**src/ccgs_regs.svh**
```systemverilog
// register offsets, field positions and reset values of the cpu clock generator
// assumes inclusion by the top module only
`ifndef CCGS_REGS_SVH
`define CCGS_REGS_SVH

`define CCGS_OFF_CFG_LATCH   8'h00
`define CCGS_OFF_RST_CTRL    8'h04
`define CCGS_OFF_CMD         8'h08
`define CCGS_OFF_STATUS      8'h0C
`define CCGS_OFF_PERIOD      8'h10

`define CCGS_CLKMODE_MSB     7
`define CCGS_CLKMODE_LSB     5
`define CCGS_CMD_LOAD_BIT    0
`define CCGS_ST_PLL_EN_BIT   3
`define CCGS_ST_LOCKED_BIT   4

`define CCGS_CFG_LATCH_RST   8'hFF
`define CCGS_RST_CTRL_RST    16'h0000
`define CCGS_PERIOD_INIT     16'h0028

`define CCGS_CM_X4           3'h7
`define CCGS_CM_X3           3'h6
`define CCGS_CM_X2           3'h5
`define CCGS_CM_X5           3'h4
`define CCGS_CM_DIRECT       3'h3
`define CCGS_CM_X1P5         3'h2
`define CCGS_CM_PRESCALE     3'h1
`define CCGS_CM_X2P5         3'h0

`endif

```
**src/ccgs_pkg.sv**
```systemverilog
// types shared by the cpu clock generator
// assumes nothing beyond the register header
package ccgs_pkg;
    typedef enum logic [1:0] {
        CCGS_MODE_PLL,
        CCGS_MODE_DIRECT,
        CCGS_MODE_PRESCALE
    } ccgs_mode_t;
endpackage

```
**src/ccgs_top.sv**
```systemverilog
// cpu clock generator: derives the cpu clock from the oscillator input
// assumes osc_in and config port synchronous to core_clk, AXI4-Lite master on the bus
`timescale 1ns/1ps
`include "ccgs_regs.svh"

module ccgs_top
    import ccgs_pkg::*;
#(
    parameter int PW = 16
) (
    // clock and reset
    input wire logic core_clk,
    input wire logic nrst,
    // oscillator and configuration pins
    input wire logic osc_in,
    input wire logic [7:0] config_port_upper_byte,
    input wire logic long_hw_reset,
    // generated clock
    output logic cpu_clk,
    output logic clock_half_period,
    output logic pll_enable,
    // AXI4-Lite write address
    input wire logic [7:0] s_axi_awaddr,
    input wire logic s_axi_awvalid,
    output logic s_axi_awready,
    // AXI4-Lite write data
    input wire logic [31:0] s_axi_wdata,
    input wire logic [3:0] s_axi_wstrb,
    input wire logic s_axi_wvalid,
    output logic s_axi_wready,
    // AXI4-Lite write response
    output logic [1:0] s_axi_bresp,
    output logic s_axi_bvalid,
    input wire logic s_axi_bready,
    // AXI4-Lite read address
    input wire logic [7:0] s_axi_araddr,
    input wire logic s_axi_arvalid,
    output logic s_axi_arready,
    // AXI4-Lite read data
    output logic [31:0] s_axi_rdata,
    output logic [1:0] s_axi_rresp,
    output logic s_axi_rvalid,
    input wire logic s_axi_rready
);

    // reset release through two flops
    logic rst_meta_q;
    logic rst_n_q;

    always_ff @(posedge core_clk or negedge nrst) begin
        if (!nrst) begin
            rst_meta_q <= 1'b0;
            rst_n_q <= 1'b0;
        end else begin
            rst_meta_q <= 1'b1;
            rst_n_q <= rst_meta_q;
        end
    end

    // ---------------- configuration latch ----------------
    logic [7:0] cfg_latch_q;
    logic [7:0] cfg_latch_d;
    logic [15:0] rst_ctrl_q;
    logic [15:0] rst_ctrl_d;
    logic boot_q;
    logic sw_load;
    logic [2:0] clock_mode_field;

    // hardware capture wins over a software load in the same cycle
    assign cfg_latch_d = (boot_q || long_hw_reset) ? config_port_upper_byte :
                         sw_load ? rst_ctrl_q[15:8] :
                         cfg_latch_q;

    always_ff @(posedge core_clk or negedge rst_n_q) begin
        if (!rst_n_q) begin
            cfg_latch_q <= `CCGS_CFG_LATCH_RST;
            rst_ctrl_q <= `CCGS_RST_CTRL_RST;
            boot_q <= 1'b1;
        end else begin
            cfg_latch_q <= cfg_latch_d;
            rst_ctrl_q <= rst_ctrl_d;
            boot_q <= 1'b0;
        end
    end

    assign clock_mode_field = cfg_latch_q[`CCGS_CLKMODE_MSB:`CCGS_CLKMODE_LSB];

    // ---------------- mode decode ----------------
    ccgs_mode_t mode;
    logic [3:0] f_twice;
    logic [2:0] resync_span;

    // factor kept doubled so 1.5 and 2.5 stay integer
    assign mode = (clock_mode_field == `CCGS_CM_DIRECT) ? CCGS_MODE_DIRECT :
                  (clock_mode_field == `CCGS_CM_PRESCALE) ? CCGS_MODE_PRESCALE :
                  CCGS_MODE_PLL;
    assign f_twice = (clock_mode_field == `CCGS_CM_X4) ? 4'h8 :
                     (clock_mode_field == `CCGS_CM_X3) ? 4'h6 :
                     (clock_mode_field == `CCGS_CM_X2) ? 4'h4 :
                     (clock_mode_field == `CCGS_CM_X5) ? 4'hA :
                     (clock_mode_field == `CCGS_CM_X1P5) ? 4'h3 :
                     (clock_mode_field == `CCGS_CM_X2P5) ? 4'h5 :
                     4'h2;
    // fractional factors resync on the next whole transition count
    assign resync_span = 3'((f_twice + 4'h1) >> 1);

    // ---------------- oscillator sampling ----------------
    logic osc_q;
    logic osc_rise;
    logic osc_edge;
    logic [PW-1:0] meas_cnt_q;
    logic [PW-1:0] period_q;
    logic [2:0] trans_cnt_q;
    logic resync;

    assign osc_rise = osc_in && !osc_q;
    assign osc_edge = osc_in != osc_q;
    assign resync = osc_edge && (trans_cnt_q == resync_span - 3'h1);

    always_ff @(posedge core_clk or negedge rst_n_q) begin
        if (!rst_n_q) begin
            osc_q <= 1'b0;
        end else begin
            osc_q <= osc_in;
        end
    end

    // counter restarts at one on a rise, so before the next rise it holds the full span
    always_ff @(posedge core_clk or negedge rst_n_q) begin
        if (!rst_n_q) begin
            meas_cnt_q <= '0;
            period_q <= PW'(`CCGS_PERIOD_INIT);
        end else if (osc_rise) begin
            meas_cnt_q <= PW'(1);
            period_q <= meas_cnt_q;
        end else if (meas_cnt_q != '1) begin
            meas_cnt_q <= meas_cnt_q + PW'(1);
        end
    end

    always_ff @(posedge core_clk or negedge rst_n_q) begin
        if (!rst_n_q) begin
            trans_cnt_q <= 3'h0;
        end else if (resync || trans_cnt_q >= resync_span) begin
            trans_cnt_q <= 3'h0;
        end else if (osc_edge) begin
            trans_cnt_q <= trans_cnt_q + 3'h1;
        end
    end

    // ---------------- pll model ----------------
    // estimate steps by one per resync so the frequency only jumps when the factor changes
    logic [PW-1:0] est_q;
    logic [PW-1:0] est_d;
    logic [PW-1:0] acc_q;
    logic [PW-1:0] acc_sum;
    logic pll_tick;
    logic locked;

    assign est_d = !resync ? est_q :
                   (period_q > est_q) ? est_q + PW'(1) :
                   (period_q < est_q && est_q > PW'(f_twice)) ? est_q - PW'(1) :
                   est_q;
    // phase accumulator: f_twice toggles per estimated input period
    assign acc_sum = acc_q + PW'(f_twice);
    assign pll_tick = acc_sum >= est_q;
    assign locked = est_q == period_q;

    always_ff @(posedge core_clk or negedge rst_n_q) begin
        if (!rst_n_q) begin
            est_q <= PW'(`CCGS_PERIOD_INIT);
        end else begin
            est_q <= est_d;
        end
    end

    // parked at zero outside pll modes so a later switch starts from a clean phase
    always_ff @(posedge core_clk or negedge rst_n_q) begin
        if (!rst_n_q) begin
            acc_q <= '0;
        end else if (mode != CCGS_MODE_PLL) begin
            acc_q <= '0;
        end else if (pll_tick) begin
            acc_q <= acc_sum - est_q;
        end else begin
            acc_q <= acc_sum;
        end
    end

    // ---------------- cpu clock output ----------------
    logic cpu_clk_d;

    always_comb begin
        case (mode)
            CCGS_MODE_DIRECT: cpu_clk_d = osc_in;
            CCGS_MODE_PRESCALE: cpu_clk_d = osc_rise ? !cpu_clk : cpu_clk;
            CCGS_MODE_PLL: cpu_clk_d = pll_tick ? !cpu_clk : cpu_clk;
            default: cpu_clk_d = cpu_clk;
        endcase
    end

    always_ff @(posedge core_clk or negedge rst_n_q) begin
        if (!rst_n_q) begin
            cpu_clk <= 1'b0;
            clock_half_period <= 1'b0;
            pll_enable <= 1'b0;
        end else begin
            cpu_clk <= cpu_clk_d;
            clock_half_period <= cpu_clk_d != cpu_clk;
            pll_enable <= mode == CCGS_MODE_PLL;
        end
    end

    // ---------------- AXI4-Lite slave ----------------
    logic aw_hold_q;
    logic w_hold_q;
    logic [7:0] aw_addr_q;
    logic [31:0] w_data_q;
    logic [3:0] w_strb_q;
    logic do_write;
    logic wr_ctrl;
    logic wr_cmd;
    logic wr_ok;

    assign do_write = aw_hold_q && w_hold_q && !s_axi_bvalid;
    assign wr_ctrl = do_write && aw_addr_q == `CCGS_OFF_RST_CTRL;
    assign wr_cmd = do_write && aw_addr_q == `CCGS_OFF_CMD;
    assign wr_ok = wr_ctrl || wr_cmd || (aw_addr_q == `CCGS_OFF_CFG_LATCH)
                   || (aw_addr_q == `CCGS_OFF_STATUS) || (aw_addr_q == `CCGS_OFF_PERIOD);
    assign sw_load = wr_cmd && w_strb_q[0] && w_data_q[`CCGS_CMD_LOAD_BIT];
    // byte lanes of the control register follow their own write strobes
    for (genvar b = 0; b < 2; b++) begin : g_ctrl_lane
        assign rst_ctrl_d[8*b +: 8] = (wr_ctrl && w_strb_q[b]) ? w_data_q[8*b +: 8]
            : rst_ctrl_q[8*b +: 8];
    end

    logic b_done;

    assign b_done = s_axi_bvalid && s_axi_bready;

    // readies drop the cycle after a handshake and stay low while an item is held
    always_ff @(posedge core_clk or negedge rst_n_q) begin
        if (!rst_n_q) begin
            s_axi_awready <= 1'b0;
            s_axi_wready <= 1'b0;
        end else if (b_done) begin
            s_axi_awready <= 1'b1;
            s_axi_wready <= 1'b1;
        end else begin
            s_axi_awready <= !aw_hold_q && !(s_axi_awvalid && s_axi_awready);
            s_axi_wready <= !w_hold_q && !(s_axi_wvalid && s_axi_wready);
        end
    end

    always_ff @(posedge core_clk or negedge rst_n_q) begin
        if (!rst_n_q) begin
            aw_hold_q <= 1'b0;
            aw_addr_q <= 8'h00;
        end else if (s_axi_awvalid && s_axi_awready) begin
            aw_hold_q <= 1'b1;
            aw_addr_q <= {s_axi_awaddr[7:2], 2'h0};
        end else if (b_done) begin
            aw_hold_q <= 1'b0;
        end
    end

    always_ff @(posedge core_clk or negedge rst_n_q) begin
        if (!rst_n_q) begin
            w_hold_q <= 1'b0;
            w_data_q <= 32'h00000000;
            w_strb_q <= 4'h0;
        end else if (s_axi_wvalid && s_axi_wready) begin
            w_hold_q <= 1'b1;
            w_data_q <= s_axi_wdata;
            w_strb_q <= s_axi_wstrb;
        end else if (b_done) begin
            w_hold_q <= 1'b0;
        end
    end

    always_ff @(posedge core_clk or negedge rst_n_q) begin
        if (!rst_n_q) begin
            s_axi_bvalid <= 1'b0;
            s_axi_bresp <= 2'h0;
        end else if (do_write) begin
            s_axi_bvalid <= 1'b1;
            s_axi_bresp <= wr_ok ? 2'h0 : 2'h2;
        end else if (b_done) begin
            s_axi_bvalid <= 1'b0;
        end
    end

    // read side
    logic [7:0] rd_addr;
    logic [31:0] rd_data;
    logic rd_ok;
    logic [31:0] status_word;

    assign rd_addr = {s_axi_araddr[7:2], 2'h0};
    assign status_word = {est_q, 11'h000, locked, pll_enable, clock_mode_field};
    assign rd_ok = (rd_addr == `CCGS_OFF_CFG_LATCH) || (rd_addr == `CCGS_OFF_RST_CTRL)
                   || (rd_addr == `CCGS_OFF_CMD) || (rd_addr == `CCGS_OFF_STATUS)
                   || (rd_addr == `CCGS_OFF_PERIOD);
    assign rd_data = (rd_addr == `CCGS_OFF_CFG_LATCH) ? {24'h000000, cfg_latch_q} :
                     (rd_addr == `CCGS_OFF_RST_CTRL) ? {16'h0000, rst_ctrl_q} :
                     (rd_addr == `CCGS_OFF_STATUS) ? status_word :
                     (rd_addr == `CCGS_OFF_PERIOD) ? {16'h0000, period_q} :
                     32'h00000000;

    always_ff @(posedge core_clk or negedge rst_n_q) begin
        if (!rst_n_q) begin
            s_axi_arready <= 1'b0;
            s_axi_rvalid <= 1'b0;
            s_axi_rdata <= 32'h00000000;
            s_axi_rresp <= 2'h0;
        end else begin
            if (s_axi_arvalid && s_axi_arready) begin
                s_axi_arready <= 1'b0;
                s_axi_rvalid <= 1'b1;
                s_axi_rdata <= rd_data;
                s_axi_rresp <= rd_ok ? 2'h0 : 2'h2;
            end else if (s_axi_rvalid && s_axi_rready) begin
                s_axi_rvalid <= 1'b0;
                s_axi_arready <= 1'b1;
            end else if (!s_axi_rvalid) begin
                s_axi_arready <= 1'b1;
            end
        end
    end

endmodule // ccgs_top

```
**config.mk**
```make
export PLATFORM = sky130hd
export DESIGN_NAME = ccgs_top
export DESIGN_NICKNAME = d
export VERILOG_FILES = /design/src/ccgs_pkg.sv /design/src/ccgs_top.sv
export VERILOG_INCLUDE_DIRS = /design/src /design/src/src
export SDC_FILE = /design/constraint.sdc
export NUM_CORES = 1
export LEC_CHECK = 0
export BUFFER_PORTS_ARGS = -buffer_cell sky130_fd_sc_hd__buf_2
export CAP_MARGIN = 20
export CORE_UTILIZATION = 40
export DETAILED_ROUTE_END_ITERATION = 16
export PLACE_DENSITY = 0.61
export SETUP_SLACK_MARGIN = 0.02
export SYNTH_ARGS = -nofsm -noshare
export SYNTH_HDL_FRONTEND = slang
export SYNTH_SLANG_ARGS = --single-unit
```
**constraint.sdc**
```tcl
create_clock -name core_clk -period 5.6 [get_ports core_clk]
set_input_delay 1.12 -clock core_clk [delete_from_list [all_inputs] [get_ports core_clk]]
set_output_delay 1.12 -clock core_clk [all_outputs]
set_load 0.01 [all_outputs]
```
* Yosys cells after proc, flatten, opt, wreduce, memory -nomap -nowiden
Index checks and enable logic that the tools add are counted.
** Storage, ports and cells
- Register bits after elaboration :: 165
- Input port bits :: 69
- Output and inout port bits :: 44
** Operators by class
- Add/sub/neg operators :: 8
- Magnitude comparators :: 5
- Equality and inequality tests :: 23
- Mux-type cells :: 38
- Reductions and logical operators :: 49
** Operator list (count)
- 2-to-1 mux 16 bit :: 7
- 2-to-1 mux 32 bit :: 3
- adder 16 x 1 -> 16 bit, second input constant :: 2
- equality test 6 x 2 -> 1 bit, second input constant :: 4
- logical AND 1 bit :: 18
- nonzero test 2 bit :: 9
- adder 16 x 4 -> 16 bit :: 1
- equality test 16 bit :: 1
- >= comparator 16 bit :: 1
- greater-than comparator 16 bit :: 1
- greater-than comparator 16 x 4 -> 1 bit :: 1
- logical NOT 8 bit :: 2
- < comparator 16 bit :: 1
- 2-to-1 mux 4 bit :: 4
- 2-to-1 mux 8 bit :: 2
- != test 16 bit, second input constant :: 1
- subtractor 16 x 1 -> 16 bit, second input constant :: 1
- subtractor 16 bit :: 1
- 2-to-1 mux 1 bit :: 13
- equality test 3 bit, second input constant :: 4
- equality test 6 x 1 -> 1 bit, second input constant :: 2
- equality test 6 x 3 -> 1 bit, second input constant :: 2
- 2-to-1 mux 3 bit :: 4
- logical OR 1 bit :: 10
- 17 further kinds :: 28

* Logic depth before layout (Yosys ltp)
Gate-level depths: netlist (run 1).
- Depth in word-level cells :: 13
- Gate-level depth with buffers :: 20
- Mapped depth without buffers :: 17

* Least setup slack after synthesis (run 1)
No wires, ideal clock.
- Path type :: register to register
- From :: register cfg_latch_q[6]
- To :: register acc_q[6]
- Setup time :: 0.132 ns
- Data arrival time :: 4.114 ns
- Data required time :: 5.468 ns
- Path slack :: 1.354 ns
- Stages on the path, launching flop included :: 19
- Buffers on the path :: 3
- Period minus slack after synthesis :: 4.246 ns
- Cell sequence :: dfstp_2 -> clkbuf_1 -> xor2_1 -> o21ai_0 -> ha_1 -> nor2b_1 -> o21a_1 -> o21ai_0 -> nor2_1 -> xor2_1 -> ha_1 -> and3_1 -> a31oi_1 -> a2111oi_1 -> or2_1 -> buf_2 -> buf_4 -> mux2i_1 -> nor2_1
** On the way
- Longest elaborated chain between the ends :: 11
- Elaborated cells on any way between the ends :: 22
- Those cells by class :: add/sub (2); order compare (1); eq/ne (7); mux (10); reduce/logical (2)
** RTL lines
- start: declaration :: line ccgs_top.sv:61 : logic [7:0] cfg_latch_q;
- start signal: assignment :: line ccgs_top.sv:76 : cfg_latch_q <= `CCGS_CFG_LATCH_RST;
- start signal: assignment :: line ccgs_top.sv:80 : cfg_latch_q <= cfg_latch_d;
- logical NOT 3 bit (no source line)
- 2-to-1 mux 3 bit :: line ccgs_top.sv:102 : (clock_mode_field == `CCGS_CM_X2P5) ? 4'h5 :
- 2-to-1 mux 3 bit :: line ccgs_top.sv:101 : (clock_mode_field == `CCGS_CM_X1P5) ? 4'h3 :
- 2-to-1 mux 4 bit :: line ccgs_top.sv:100 : (clock_mode_field == `CCGS_CM_X5) ? 4'hA :
- 2-to-1 mux 4 bit :: line ccgs_top.sv:99 : (clock_mode_field == `CCGS_CM_X2) ? 4'h4 :
- 2-to-1 mux 4 bit :: line ccgs_top.sv:98 : (clock_mode_field == `CCGS_CM_X3) ? 4'h6 :
- 2-to-1 mux 4 bit :: line ccgs_top.sv:97 : assign f_twice = (clock_mode_field == `CCGS_CM_X4) ? 4'h8 :
- adder 16 x 4 -> 16 bit :: line ccgs_top.sv:165 : assign acc_sum = acc_q + PW'(f_twice);
- subtractor 16 bit or >= comparator 16 bit (tied branches) :: line ccgs_top.sv:184, ccgs_top.sv:166
- 2-to-1 mux 16 bit :: line ccgs_top.sv:183 : end else if (pll_tick) begin
- 2-to-1 mux 16 bit (*) :: line ccgs_top.sv:181 : end else if (mode != CCGS_MODE_PLL) begin
- end signal: assignment :: line ccgs_top.sv:184 : acc_q <= acc_sum - est_q;
- end signal: assignment :: line ccgs_top.sv:186 : acc_q <= acc_sum;
- end: declaration :: line ccgs_top.sv:155 : logic [PW-1:0] acc_q;
Every way passes the cells marked *; elsewhere a longest branch is shown, timed or not.
A chain may end at the register's enable or synchronous reset.

* Worst setup path in the final report (run 1)
- From :: register cfg_latch_q[6]
- To :: register acc_q[12]
Same word-level chain as after synthesis.

==> metrics, run 1 <==
Row Count 55; critical path class flip-flop to flip-flop; Die Y 153 um; number of diodes 0; dominant cells by area after synthesis dfrtp_1 41%, ha_1 8.5%, mux2_2 6.9%; most common cell after layout, fill and taps aside dfrtp_1; unrepaired setup endpoints after global routing no; drt via density 5.23; worst skew pair latency 0.44 ns; Cell Area, Synth 0.00918 mm2; setup ws final 1.03 ns; Root Buffer Master clkbuf_16; synth warn 0; Yosys reg bits 163; via count 6855; WL/cell 16.1 um; number of buffers created by CTS 17; worst min path class flip-flop to async pin; # clock sinks 163; main flop type after synthesis dfrtp_1; CTS tree yes; Hold Vio Cnt, Final 0; # nets final 1146; total track usage 18.8%; cell taking the most area after synthesis dfrtp_1; first-pass iteration count of the detailed router 5; CP required 5.94 ns; Layout Skew 0.0146 ns; Die X 153 um; final setup violation count 0; I/O Buffers 88; Layout area overhead 15.0%; Worst-path clk slew 0.08 ns; post-route total power 4.90 mW; Tightest Pin Transition 0.918 ns; fillcell total 2162; CP Cell Sequence nor3_1, a21o_1, inv_1, ha_1, a21o_1, a211oi_1, nor2_1, xnor2_1, ha_1, a21oi_1, o21ai_0, a31oi_1, buf_4, a2111oi_1, or2_1, buf_4, nor2_1, a211oi_1; Synth cell types 63; Final ANT Viol Nets 0; Post-synth ARST share 100%; period utilization 81.6%; Max Fclk 219 MHz; share of cells above drive strength 1 21.0%; Post-CTS Resized 0; dpl hpwl 15800 um; Hold Buf Count CTS 0; Pwr Density 464 mW/mm2; Bufs on Longest Clock Path 2; initial antenna violation count 1; Placement Setup Slack 1.06 ns; setup bufs post-CTS 0; H-Tree Depth 4; # DRC 0; Worst IR Drop VDD 250 uV; commonest cells after routing, fill and taps aside 149 x dfrtp_1, 120 x nand2_1, 88 x buf_2; Post-Synthesis Cells 924; Leak 4.99 nW; first-pass GRT wire length 34600 um; CP max-delay cell dfstp_2; Initial Util 40.6%; CP Capture Type flip-flop; fin crit period 4.57 ns; Max-cap violations 0; Slew Limit Fails 0; number of synthesized flops with an enable pin 0; setup TNS 0 ns; CP Launch Type flip-flop; CORE AREA 0.0226 mm2; GPL Wtd Cong 0.871; Worst slew margin 38.7%; Seq/Total Area, Yosys 44.6%; Post-Route WL 21200 um; worst-path maximum fanout 17; DRT iter0 DRCs 442; top-area cell type share of the netlist area 40.9%; status completed; crit-path max cell delay 0.66 ns; WP data arrival 4.91 ns; die area 0.0235 mm2; largest net degree at the start of global routing 69; IO Count 113; number of global-route vias before repair 6576; Synth Area per Inst 9.93 um2; grt total ovfl 0
## worst paths after layout
kind | startpoint | endpoint | slack (ns) | cells past startpoint
worst min register to register | rst_n_q | trans_cnt_q[0] | 0.34 | 0
min in group core_clk | rst_meta_q | rst_n_q | 0.36 | 0
worst min-delay path | rst_n_q | trans_cnt_q[0] | 0.34 | 0
worst max register to register | cfg_latch_q[6] | acc_q[12] | 1.03 | 18
worst max-delay path | cfg_latch_q[6] | acc_q[12] | 1.03 | 18
max in group asynchronous | rst_n_q | s_axi_rdata[16] | 3.94 | 1
## through the flow
stage / util (%) / area, um2 / hold slack, ns / cells
finish: 46.8 / 10600 / 0.344 / 1310
global placement: 43.8 / 9890 / 0.336 / 1275
CTS: 46.6 / 10500 / 0.363 / 1307
detailed placement: 43.8 / 9890 / 0.339 / 1275
floorplan: - / 9180 / 0.331 / 926
global route: 46.8 / 10600 / 0.364 / 1310
## critical path, delay by kind of cell (launching register included)
kind                       cells  cell delay, ns
AOI/OAI and AO/OA              8            1.75
DFF                            1            0.66
and+or+nand+nor                4            0.66
adders and majority gates      2            0.62
buffers and inverters          3            0.56
xor gates and xnor gates       1            0.19
## sequential cells by signal (all words and copies together), names as in the netlist, 2 cells and up
register and flops:
trans_cnt_q 3, s_axi_rdata 32, period_q 16, w_strb_q 2
w_data_q 16, acc_q 16, aw_addr_q 6, cfg_latch_q 8
rst_ctrl_q 16, est_q 16, meas_cnt_q 16
## power by group
part,switching (mW),internal (mW)
sequential,0.283,1.48
clock,0.592,0.613
combinational,1.05,0.882
## layer usage
metal	share of wire, %	vias up	global-route usage [%]
li1	-	3445	-
met3	4.2	16	3.71
met4	1.1	0	5.43
met5	0	-	0
met2	44	137	29.1
met1	50	3257	26.6
## synthesized netlist by cell type (11+ instances only)
cell type and instances:
ha_1 62, mux2i_1 18, a21o_1 12, nand4_1 12, inv_1 41, dfstp_2 13, nor3_1 16, xor2_1 26
nand2_1 121, nor2_1 44, nor2b_1 11, xnor2_1 32, nand3_1 24, dfrtp_1 150, o21ai_0 82, clkbuf_1 25
mux2_2 56, a21oi_1 49
## cells by family after synthesis
group                    count (synthesis)  share of synthesized area [%]
adder cells (fa/ha/maj)                 65                           9.11
other                                    2                         0.0819
AND/OR/NAND/NOR                        285                           14.8
XOR/XNOR                                58                           5.54
buffers and inverters                   76                           3.64
multiplexers                            75                           9.08
flip-flops                             163                           44.6
AO/OA/AOI/OAI                          200                           13.1
## area by class of cell
cell class	count	area, um2	area share [%]
multi-input cells	687	4760	45.1
flip-flops and latches	163	4100	38.8
repair buffers	102	556	5.26
clock buffers	17	425	4.03
well taps	285	357	3.38
clock inverters	15	201	1.91
inverters	41	154	1.46
Note: power is estimated with default switching activity, not from simulation.
==> run 2, diff against run 1 <==
- clock period: 5.6 -> 4.6 ns (I/O delays scaled with it)
==> run 2 against run 1 <==
  * Sequential share of layout area shrank 0.47 points
  * Flip-flop and latch count is the same
  * Die area is the same
  * Cell area grew 1.2%
  * Hold slack lost 0.20 ns
  * Largest power group unchanged
==> metrics, run 2 (same netlist as run 1, synthesis figures left out) <==
status completed (unchanged); Worst IR Drop VDD 248 uV (was 250 uV); I/O Buffers 88 (unchanged); setup ws final 0.363 ns (was 1.03 ns); worst min path class flip-flop to async pin (unchanged); # clock sinks 163 (unchanged); Worst-path clk slew 0.07 ns (was 0.08 ns); dpl hpwl 15700 um (was 15800 um); CP Launch Type flip-flop (unchanged); unrepaired setup endpoints after global routing no (unchanged); Post-Route WL 21500 um (was 21200 um); worst-path maximum fanout 11 (was 17); WP data arrival 4.55 ns (was 4.91 ns); Hold Vio Cnt, Final 0 (unchanged); number of diodes 0 (unchanged); number of global-route vias before repair 6854 (was 6576); GPL Wtd Cong 0.876 (was 0.871); Post-Layout Cell Count 1317 (was 1310); commonest cells after routing, fill and taps aside 149 x dfrtp_1, 120 x nand2_1, 88 x buf_2 (unchanged); Layout Skew 0.0107 ns (was 0.0146 ns); IO Count 113 (unchanged); critical path class flip-flop to flip-flop (unchanged); CORE AREA 0.0226 mm2 (unchanged); Cells after DPL 1283 (was 1275); Leak 5.05 nW (was 4.99 nW); Row Count 55 (unchanged); Slew Limit Fails 0 (unchanged); setup TNS 0 ns (unchanged); Worst slew margin 39.8% (was 38.7%); worst skew pair latency 0.44 ns (about the same); final cell utilization of the core 47.3% (was 46.8%); total track usage 18.9% (was 18.8%); Max Fclk 236 MHz (was 219 MHz); Final ANT Viol Nets 0 (unchanged); Pwr Density 567 mW/mm2 (was 464 mW/mm2); CP required 4.91 ns (was 5.94 ns); max reg flops 32 (unchanged); first-pass GRT wire length 35000 um (was 34600 um); final setup violation count 0 (unchanged); die area 0.0235 mm2 (unchanged); worst reg-to-reg setup slack 0.36 ns (was 1.03 ns); Die Y 153 um (unchanged); Tightest Pin Transition 0.903 ns (was 0.918 ns); Hold Buf Count CTS 0 (unchanged); setup bufs post-CTS 0 (unchanged); Placement Setup Slack 0.293 ns (was 1.06 ns); Max-cap violations 0 (unchanged); most common cell after layout, fill and taps aside dfrtp_1 (unchanged); number of buffers created by CTS 17 (unchanged); Cell Area, Placed 0.00998 mm2 (was 0.00989 mm2); grt total ovfl 0 (unchanged); Bufs on Longest Clock Path 2 (unchanged); Die X 153 um (unchanged); # DRC 0 (unchanged); share of cells above drive strength 1 21.9% (was 21.0%); WL/cell 16.3 um (was 16.1 um); H-Tree Depth 4 (unchanged); drt via density 5.31 (was 5.23); CTS tree yes (unchanged); DRT iter0 DRCs 464 (was 442); Largest Register s_axi_rdata (unchanged); initial antenna violation count 1 (unchanged); CP Capture Type flip-flop (unchanged); cell area after layout 0.0107 mm2 (was 0.0106 mm2); via count 6997 (was 6855); # nets final 1153 (was 1146); Post-CTS Resized 0 (unchanged); Initial Util 40.6% (unchanged); largest net degree at the start of global routing 86 (was 69); Root Buffer Master clkbuf_16 (unchanged); period utilization 92.1% (was 81.6%); first-pass iteration count of the detailed router 5 (unchanged); Layout area overhead 16.4% (was 15.0%); fin crit period 4.24 ns (was 4.57 ns)
[run 2: path summary, 6_finish.rpt]
path,start,endpoint,cells past startpoint
setup / recovery,est_q[13],est_q[15],17
hold / removal,rst_n_q,w_data_q[2],0
setup reg to reg,est_q[13],est_q[15],17
hold reg to reg,rst_n_q,w_data_q[2],0
max in group asynchronous,rst_n_q,est_q[5],1
min in group core_clk,rst_meta_q,rst_n_q,0
[run 2: cell type report]
cell class / count / area [um2]
flip-flops and latches: 163 / 4100
well taps: 285 / 357
clock buffers: 17 / 425
fillers: 2143 / 11900
repair buffers: 109 / 656
clock inverters: 15 / 213
multi-input cells: 687 / 4780
inverters: 41 / 158
[run 2: where the power goes]
group / switching [mW] / total (mW) / internal [mW]
logic: 1.34 / 2.45 / 1.11
registers: 0.313 / 2.11 / 1.80
clock network: 0.702 / 1.49 / 0.792
total: 2.36 / 6.06 / 3.70
[run 2: critical path: stages (launching register included)]
cell	delay, ns
dfrtp_1	0.40
inv_1	0.15
ha_1	0.33
nand4_1	0.18
nor3_1	0.29
a21boi_0	0.27
or4b_4	0.20
and2_1	0.19
clkinvlp_4	0.26
buf_4	0.25
ha_1	0.35
a21oi_1	0.19
o21ai_0	0.12
a31o_2	0.22
a41oi_1	0.26
nor2b_1	0.09
a22o_1	0.25
xnor2_1	0.13
[run 2: routing by layer]
metal | GRT usage [%] | up-vias | routed length, um
met5 | 0 | - | 14
li1 | - | 3455 | -
met1 | 25.4 | 3336 | 10000
met2 | 30.1 | 179 | 9850
met3 | 4.17 | 25 | 1150
met4 | 6.57 | 2 | 432
[run 2: per-stage QoR]
stage	hold slack, ns	power (mW)
6_report	0.143	6.06
5_1_grt	0.157	6.50
4_1_cts	0.233	6.08
3_5_place_dp	0.339	4.55
3_3_place_gp	0.335	4.50
2_1_floorplan	0.331	3.93
==> run 3, diff against run 2 <==
- ABC_AREA: not set -> 1
- PLACE_DENSITY: 0.61 -> not set
==> run 3 against run 2 <==
  * Sequential share of layout area shrank 1.1 points
  * Via count rose by 14%
  * Routed wire length grew 11%
  * Critical path depth increased by 5
  * Cell count rose by 22%
  * Hold slack better by 0.017 ns
  * Die area is 4.2% higher
  * Cell area rose by 2.8%
  * Global-route usage increased by 1.9 points
  * Largest cell class unchanged
  * Highest routed layer is now met4
==> metrics, run 3 <==
Slew Limit Fails 0 (unchanged); final setup violation count 0 (unchanged); largest net degree at the start of global routing 80 (was 86); total track usage 20.9% (was 18.9%); Seq/Total Area, Yosys 42.8% (was 44.6%); Cell Area, Placed 0.0103 mm2 (was 0.00998 mm2); worst skew pair latency 0.44 ns (about the same); CORE AREA 0.0235 mm2 (was 0.0226 mm2); synth cell count leaders 290 x nand2_1, 162 x inv_1, 150 x dfrtp_1 (was 150 x dfrtp_1, 121 x nand2_1, 82 x o21ai_0); Initial Util 40.8% (was 40.6%); Row Count 56 (was 55); max reg flops 32 (unchanged); GPL Wtd Cong 0.888 (was 0.876); via count 7956 (was 6997); worst reg-to-reg setup slack 0.51 ns (was 0.36 ns); switching share of power 45.3% (was 38.9%); Bufs on Longest Clock Path 2 (unchanged); worst min path class flip-flop to async pin (unchanged); cell area after layout 0.0110 mm2 (was 0.0107 mm2); fin crit period 4.09 ns (was 4.24 ns); Hold Vio Cnt, Final 0 (unchanged); Max-cap violations 0 (unchanged); CP Capture Type flip-flop (unchanged); RR Startpoint cfg_latch_q[6] (was est_q[13]); DRT iter0 DRCs 457 (was 464); die area 0.0245 mm2 (was 0.0235 mm2); fillcell total 2311 (was 2143); Largest Register s_axi_rdata (unchanged); commonest cells after routing, fill and taps aside 288 x nand2_1, 162 x inv_1, 149 x dfrtp_1 (was 149 x dfrtp_1, 120 x nand2_1, 88 x buf_2); Layout area overhead 14.8% (was 16.4%); critical path class flip-flop to flip-flop (unchanged); P_sw 3.43 mW (was 2.36 mW); Post-CTS Resized 0 (unchanged); hold_ws 0.160 ns (was 0.143 ns); first-pass iteration count of the detailed router 5 (unchanged); H-Tree Depth 4 (unchanged); Post-Layout Cell Count 1601 (was 1317); clock group share of total power 20.0% (was 24.7%); initial antenna violation count 0 (was 1); setup bufs post-CTS 0 (unchanged); most common cell after layout, fill and taps aside nand2_1 (was dfrtp_1); period utilization 88.8% (was 92.1%); drt via density 4.97 (was 5.31); Worst-path clk slew 0.08 ns (was 0.07 ns); crit-path max cell delay 0.60 ns (was 0.40 ns); Pwr Density 688 mW/mm2 (was 567 mW/mm2); Yosys reg bits 163 (unchanged); Final ANT Viol Nets 0 (unchanged); Die X 157 um (was 153 um); Cell Area, Synth 0.00957 mm2 (was 0.00918 mm2); Tightest Pin Transition 0.863 ns (was 0.903 ns); I/O Buffers 88 (unchanged); Cells after DPL 1568 (was 1283); IO Count 113 (unchanged); # nets final 1403 (was 1153); CP Launch Type flip-flop (unchanged); synth warn 0 (unchanged); # clock sinks 163 (unchanged); most frequent CP cell nand2_1 (was ha_1); main flop type after synthesis dfrtp_1 (unchanged); worst-path maximum fanout 12 (was 11); dpl hpwl 18100 um (was 15700 um); Register Area 0.00410 mm2 (unchanged); number of global-route vias before repair 7611 (was 6854); Max Fclk 245 MHz (was 236 MHz); Synth cell types 43 (was 63); Leak 5.55 nW (was 5.05 nW); WP data arrival 4.40 ns (was 4.55 ns); CP required 4.92 ns (was 4.91 ns); number of diodes 0 (unchanged); dominant cells by area after synthesis dfrtp_1 39%, nand2_1 11%, ha_1 8.1% (was dfrtp_1 41%, ha_1 8.5%, mux2_2 6.9%); status completed (unchanged); Post-synth ARST share 100% (unchanged); multi-input logic area 0.00471 mm2 (was 0.00478 mm2); reg2reg path depth 22 (was 17); sequential share of power 28.7% (was 34.9%); post-route total power 7.56 mW (was 6.06 mW); unrepaired setup endpoints after global routing no (unchanged); CP Cell Sequence xnor2_1, nand2_1, inv_1, nor2_1, ha_1, nand2_1, o21ai_2, nand2_1, nor2_2, nand3_1, nor2_1, nand2_1, nand2_1, nand2_1, ha_1, nand2_1, nor2_1, a21oi_1, nand2_2, buf_4, o21ai_0, a21oi_1 (was inv_1, ha_1, nand4_1, nor3_1, a21boi_0, or4b_4, and2_1, clkinvlp_4, buf_4, ha_1, a21oi_1, o21ai_0, a31o_2, a41oi_1, nor2b_1, a22o_1, xnor2_1); grt total ovfl 0 (unchanged); combinational share of power 51.3% (was 40.5%); share of cells above drive strength 1 15.0% (was 21.9%); Post-Synthesis Cells 1183 (was 924); Root Buffer Master clkbuf_16 (unchanged); number of synthesized flops with an enable pin 0 (unchanged); Layout Skew 0.0147 ns (was 0.0107 ns); CP max-delay cell dfstp_2 (was dfrtp_1); # DRC 0 (unchanged); cell with the most instances after synthesis nand2_1 (was dfrtp_1); Pint 4.13 mW (was 3.70 mW); setup TNS 0 ns (unchanged); number of buffers created by CTS 17 (unchanged); WL/cell 14.9 um (was 16.3 um); Synth Area per Inst 8.09 um2 (was 9.93 um2); Worst slew margin 42.3% (was 39.8%); cell taking the most area after synthesis dfrtp_1 (unchanged); top-area cell type share of the netlist area 39.2% (was 40.9%); Post-Route WL 23900 um (was 21500 um); Hold Buf Count CTS 0 (unchanged); first-pass GRT wire length 39500 um (was 35000 um); CTS tree yes (unchanged); worst r2r dst acc_q[1] (was est_q[15]); Die Y 157 um (was 153 um); Worst IR Drop VDD 356 uV (was 248 uV)
[run 3: metal layers]
layer	global-route usage [%]	up-vias	wire (um)
met5	0	-	0
met4	5.42	0	276
met3	4.35	22	1150
met2	33.4	174	11000
met1	28.6	3704	11500
li1	-	4056	-
[run 3: cells by family (layout without fill, tap and decap cells)]
group / count (synthesis) / in the layout / share of synthesized area [%]
AO/OA/AOI/OAI: 234 / 234 / 14.1
adder cells (fa/ha/maj): 65 / 65 / 8.74
XOR/XNOR: 38 / 38 / 3.48
AND/OR/NAND/NOR: 462 / 462 / 19.9
multiplexers: 24 / 24 / 2.83
other: 2 / 4 / 0.0785
buffers and inverters: 195 / 292 / 8.07
flip-flops: 163 / 163 / 42.8
[run 3: area by class of cell]
| cell class | instances | share of cell area (%) |
|---|---|---|
| clock buffer | 17 | 3.87 |
| clock inverter | 15 | 1.90 |
| sequential | 163 | 37.3 |
| multi-input combinational | 827 | 42.9 |
| tap | 319 | 3.63 |
| timing repair buffer | 97 | 4.81 |
| inverter | 163 | 5.57 |
[run 3: how the worst max path moves through the flow]
| stage | cells past startpoint | slack [ns] | end | start |
|---|---|---|---|---|
| after floorplan | 22 | 1.15 | acc_q[11] | cfg_latch_q[6] |
| after global placement | 22 | 0.49 | acc_q[11] | cfg_latch_q[6] |
| after detailed placement | 22 | 0.42 | acc_q[14] | cfg_latch_q[6] |
| after CTS | 22 | 0.37 | acc_q[14] | cfg_latch_q[6] |
| after global routing | 22 | 0.03 | acc_q[14] | cfg_latch_q[5] |
| final | 22 | 0.51 | acc_q[1] | cfg_latch_q[6] |
[run 3: power groups by stage]
stage | logic (mW) | registers, mW | clock network [mW]
floorplan | 2.98 | 2.13 | 0
global placement | 3.76 | 2.20 | 0
detailed placement | 3.83 | 2.21 | 0
CTS | 3.86 | 2.18 | 1.55
global route | 4.43 | 2.23 | 1.61
finish | 3.87 | 2.17 | 1.51
[run 3: critical path, delay by kind of cell, from the launching register on]
| family | cells | cell delay (ns) |
|---|---|---|
| buf+inv | 2 | 0.33 |
| xor+xnor | 1 | 0.15 |
| fa+ha+maj | 2 | 0.73 |
| compound gates | 4 | 0.69 |
| flops | 1 | 0.60 |
| simple gates | 13 | 1.44 |
[run 3: stage by stage]
step	util [%]	setup WS [ns]
2_1_floorplan	-	1.15
3_3_place_gp	44.0	0.492
3_5_place_dp	44.0	0.421
4_1_cts	46.7	0.369
5_1_grt	46.8	0.0275
6_report	46.8	0.514
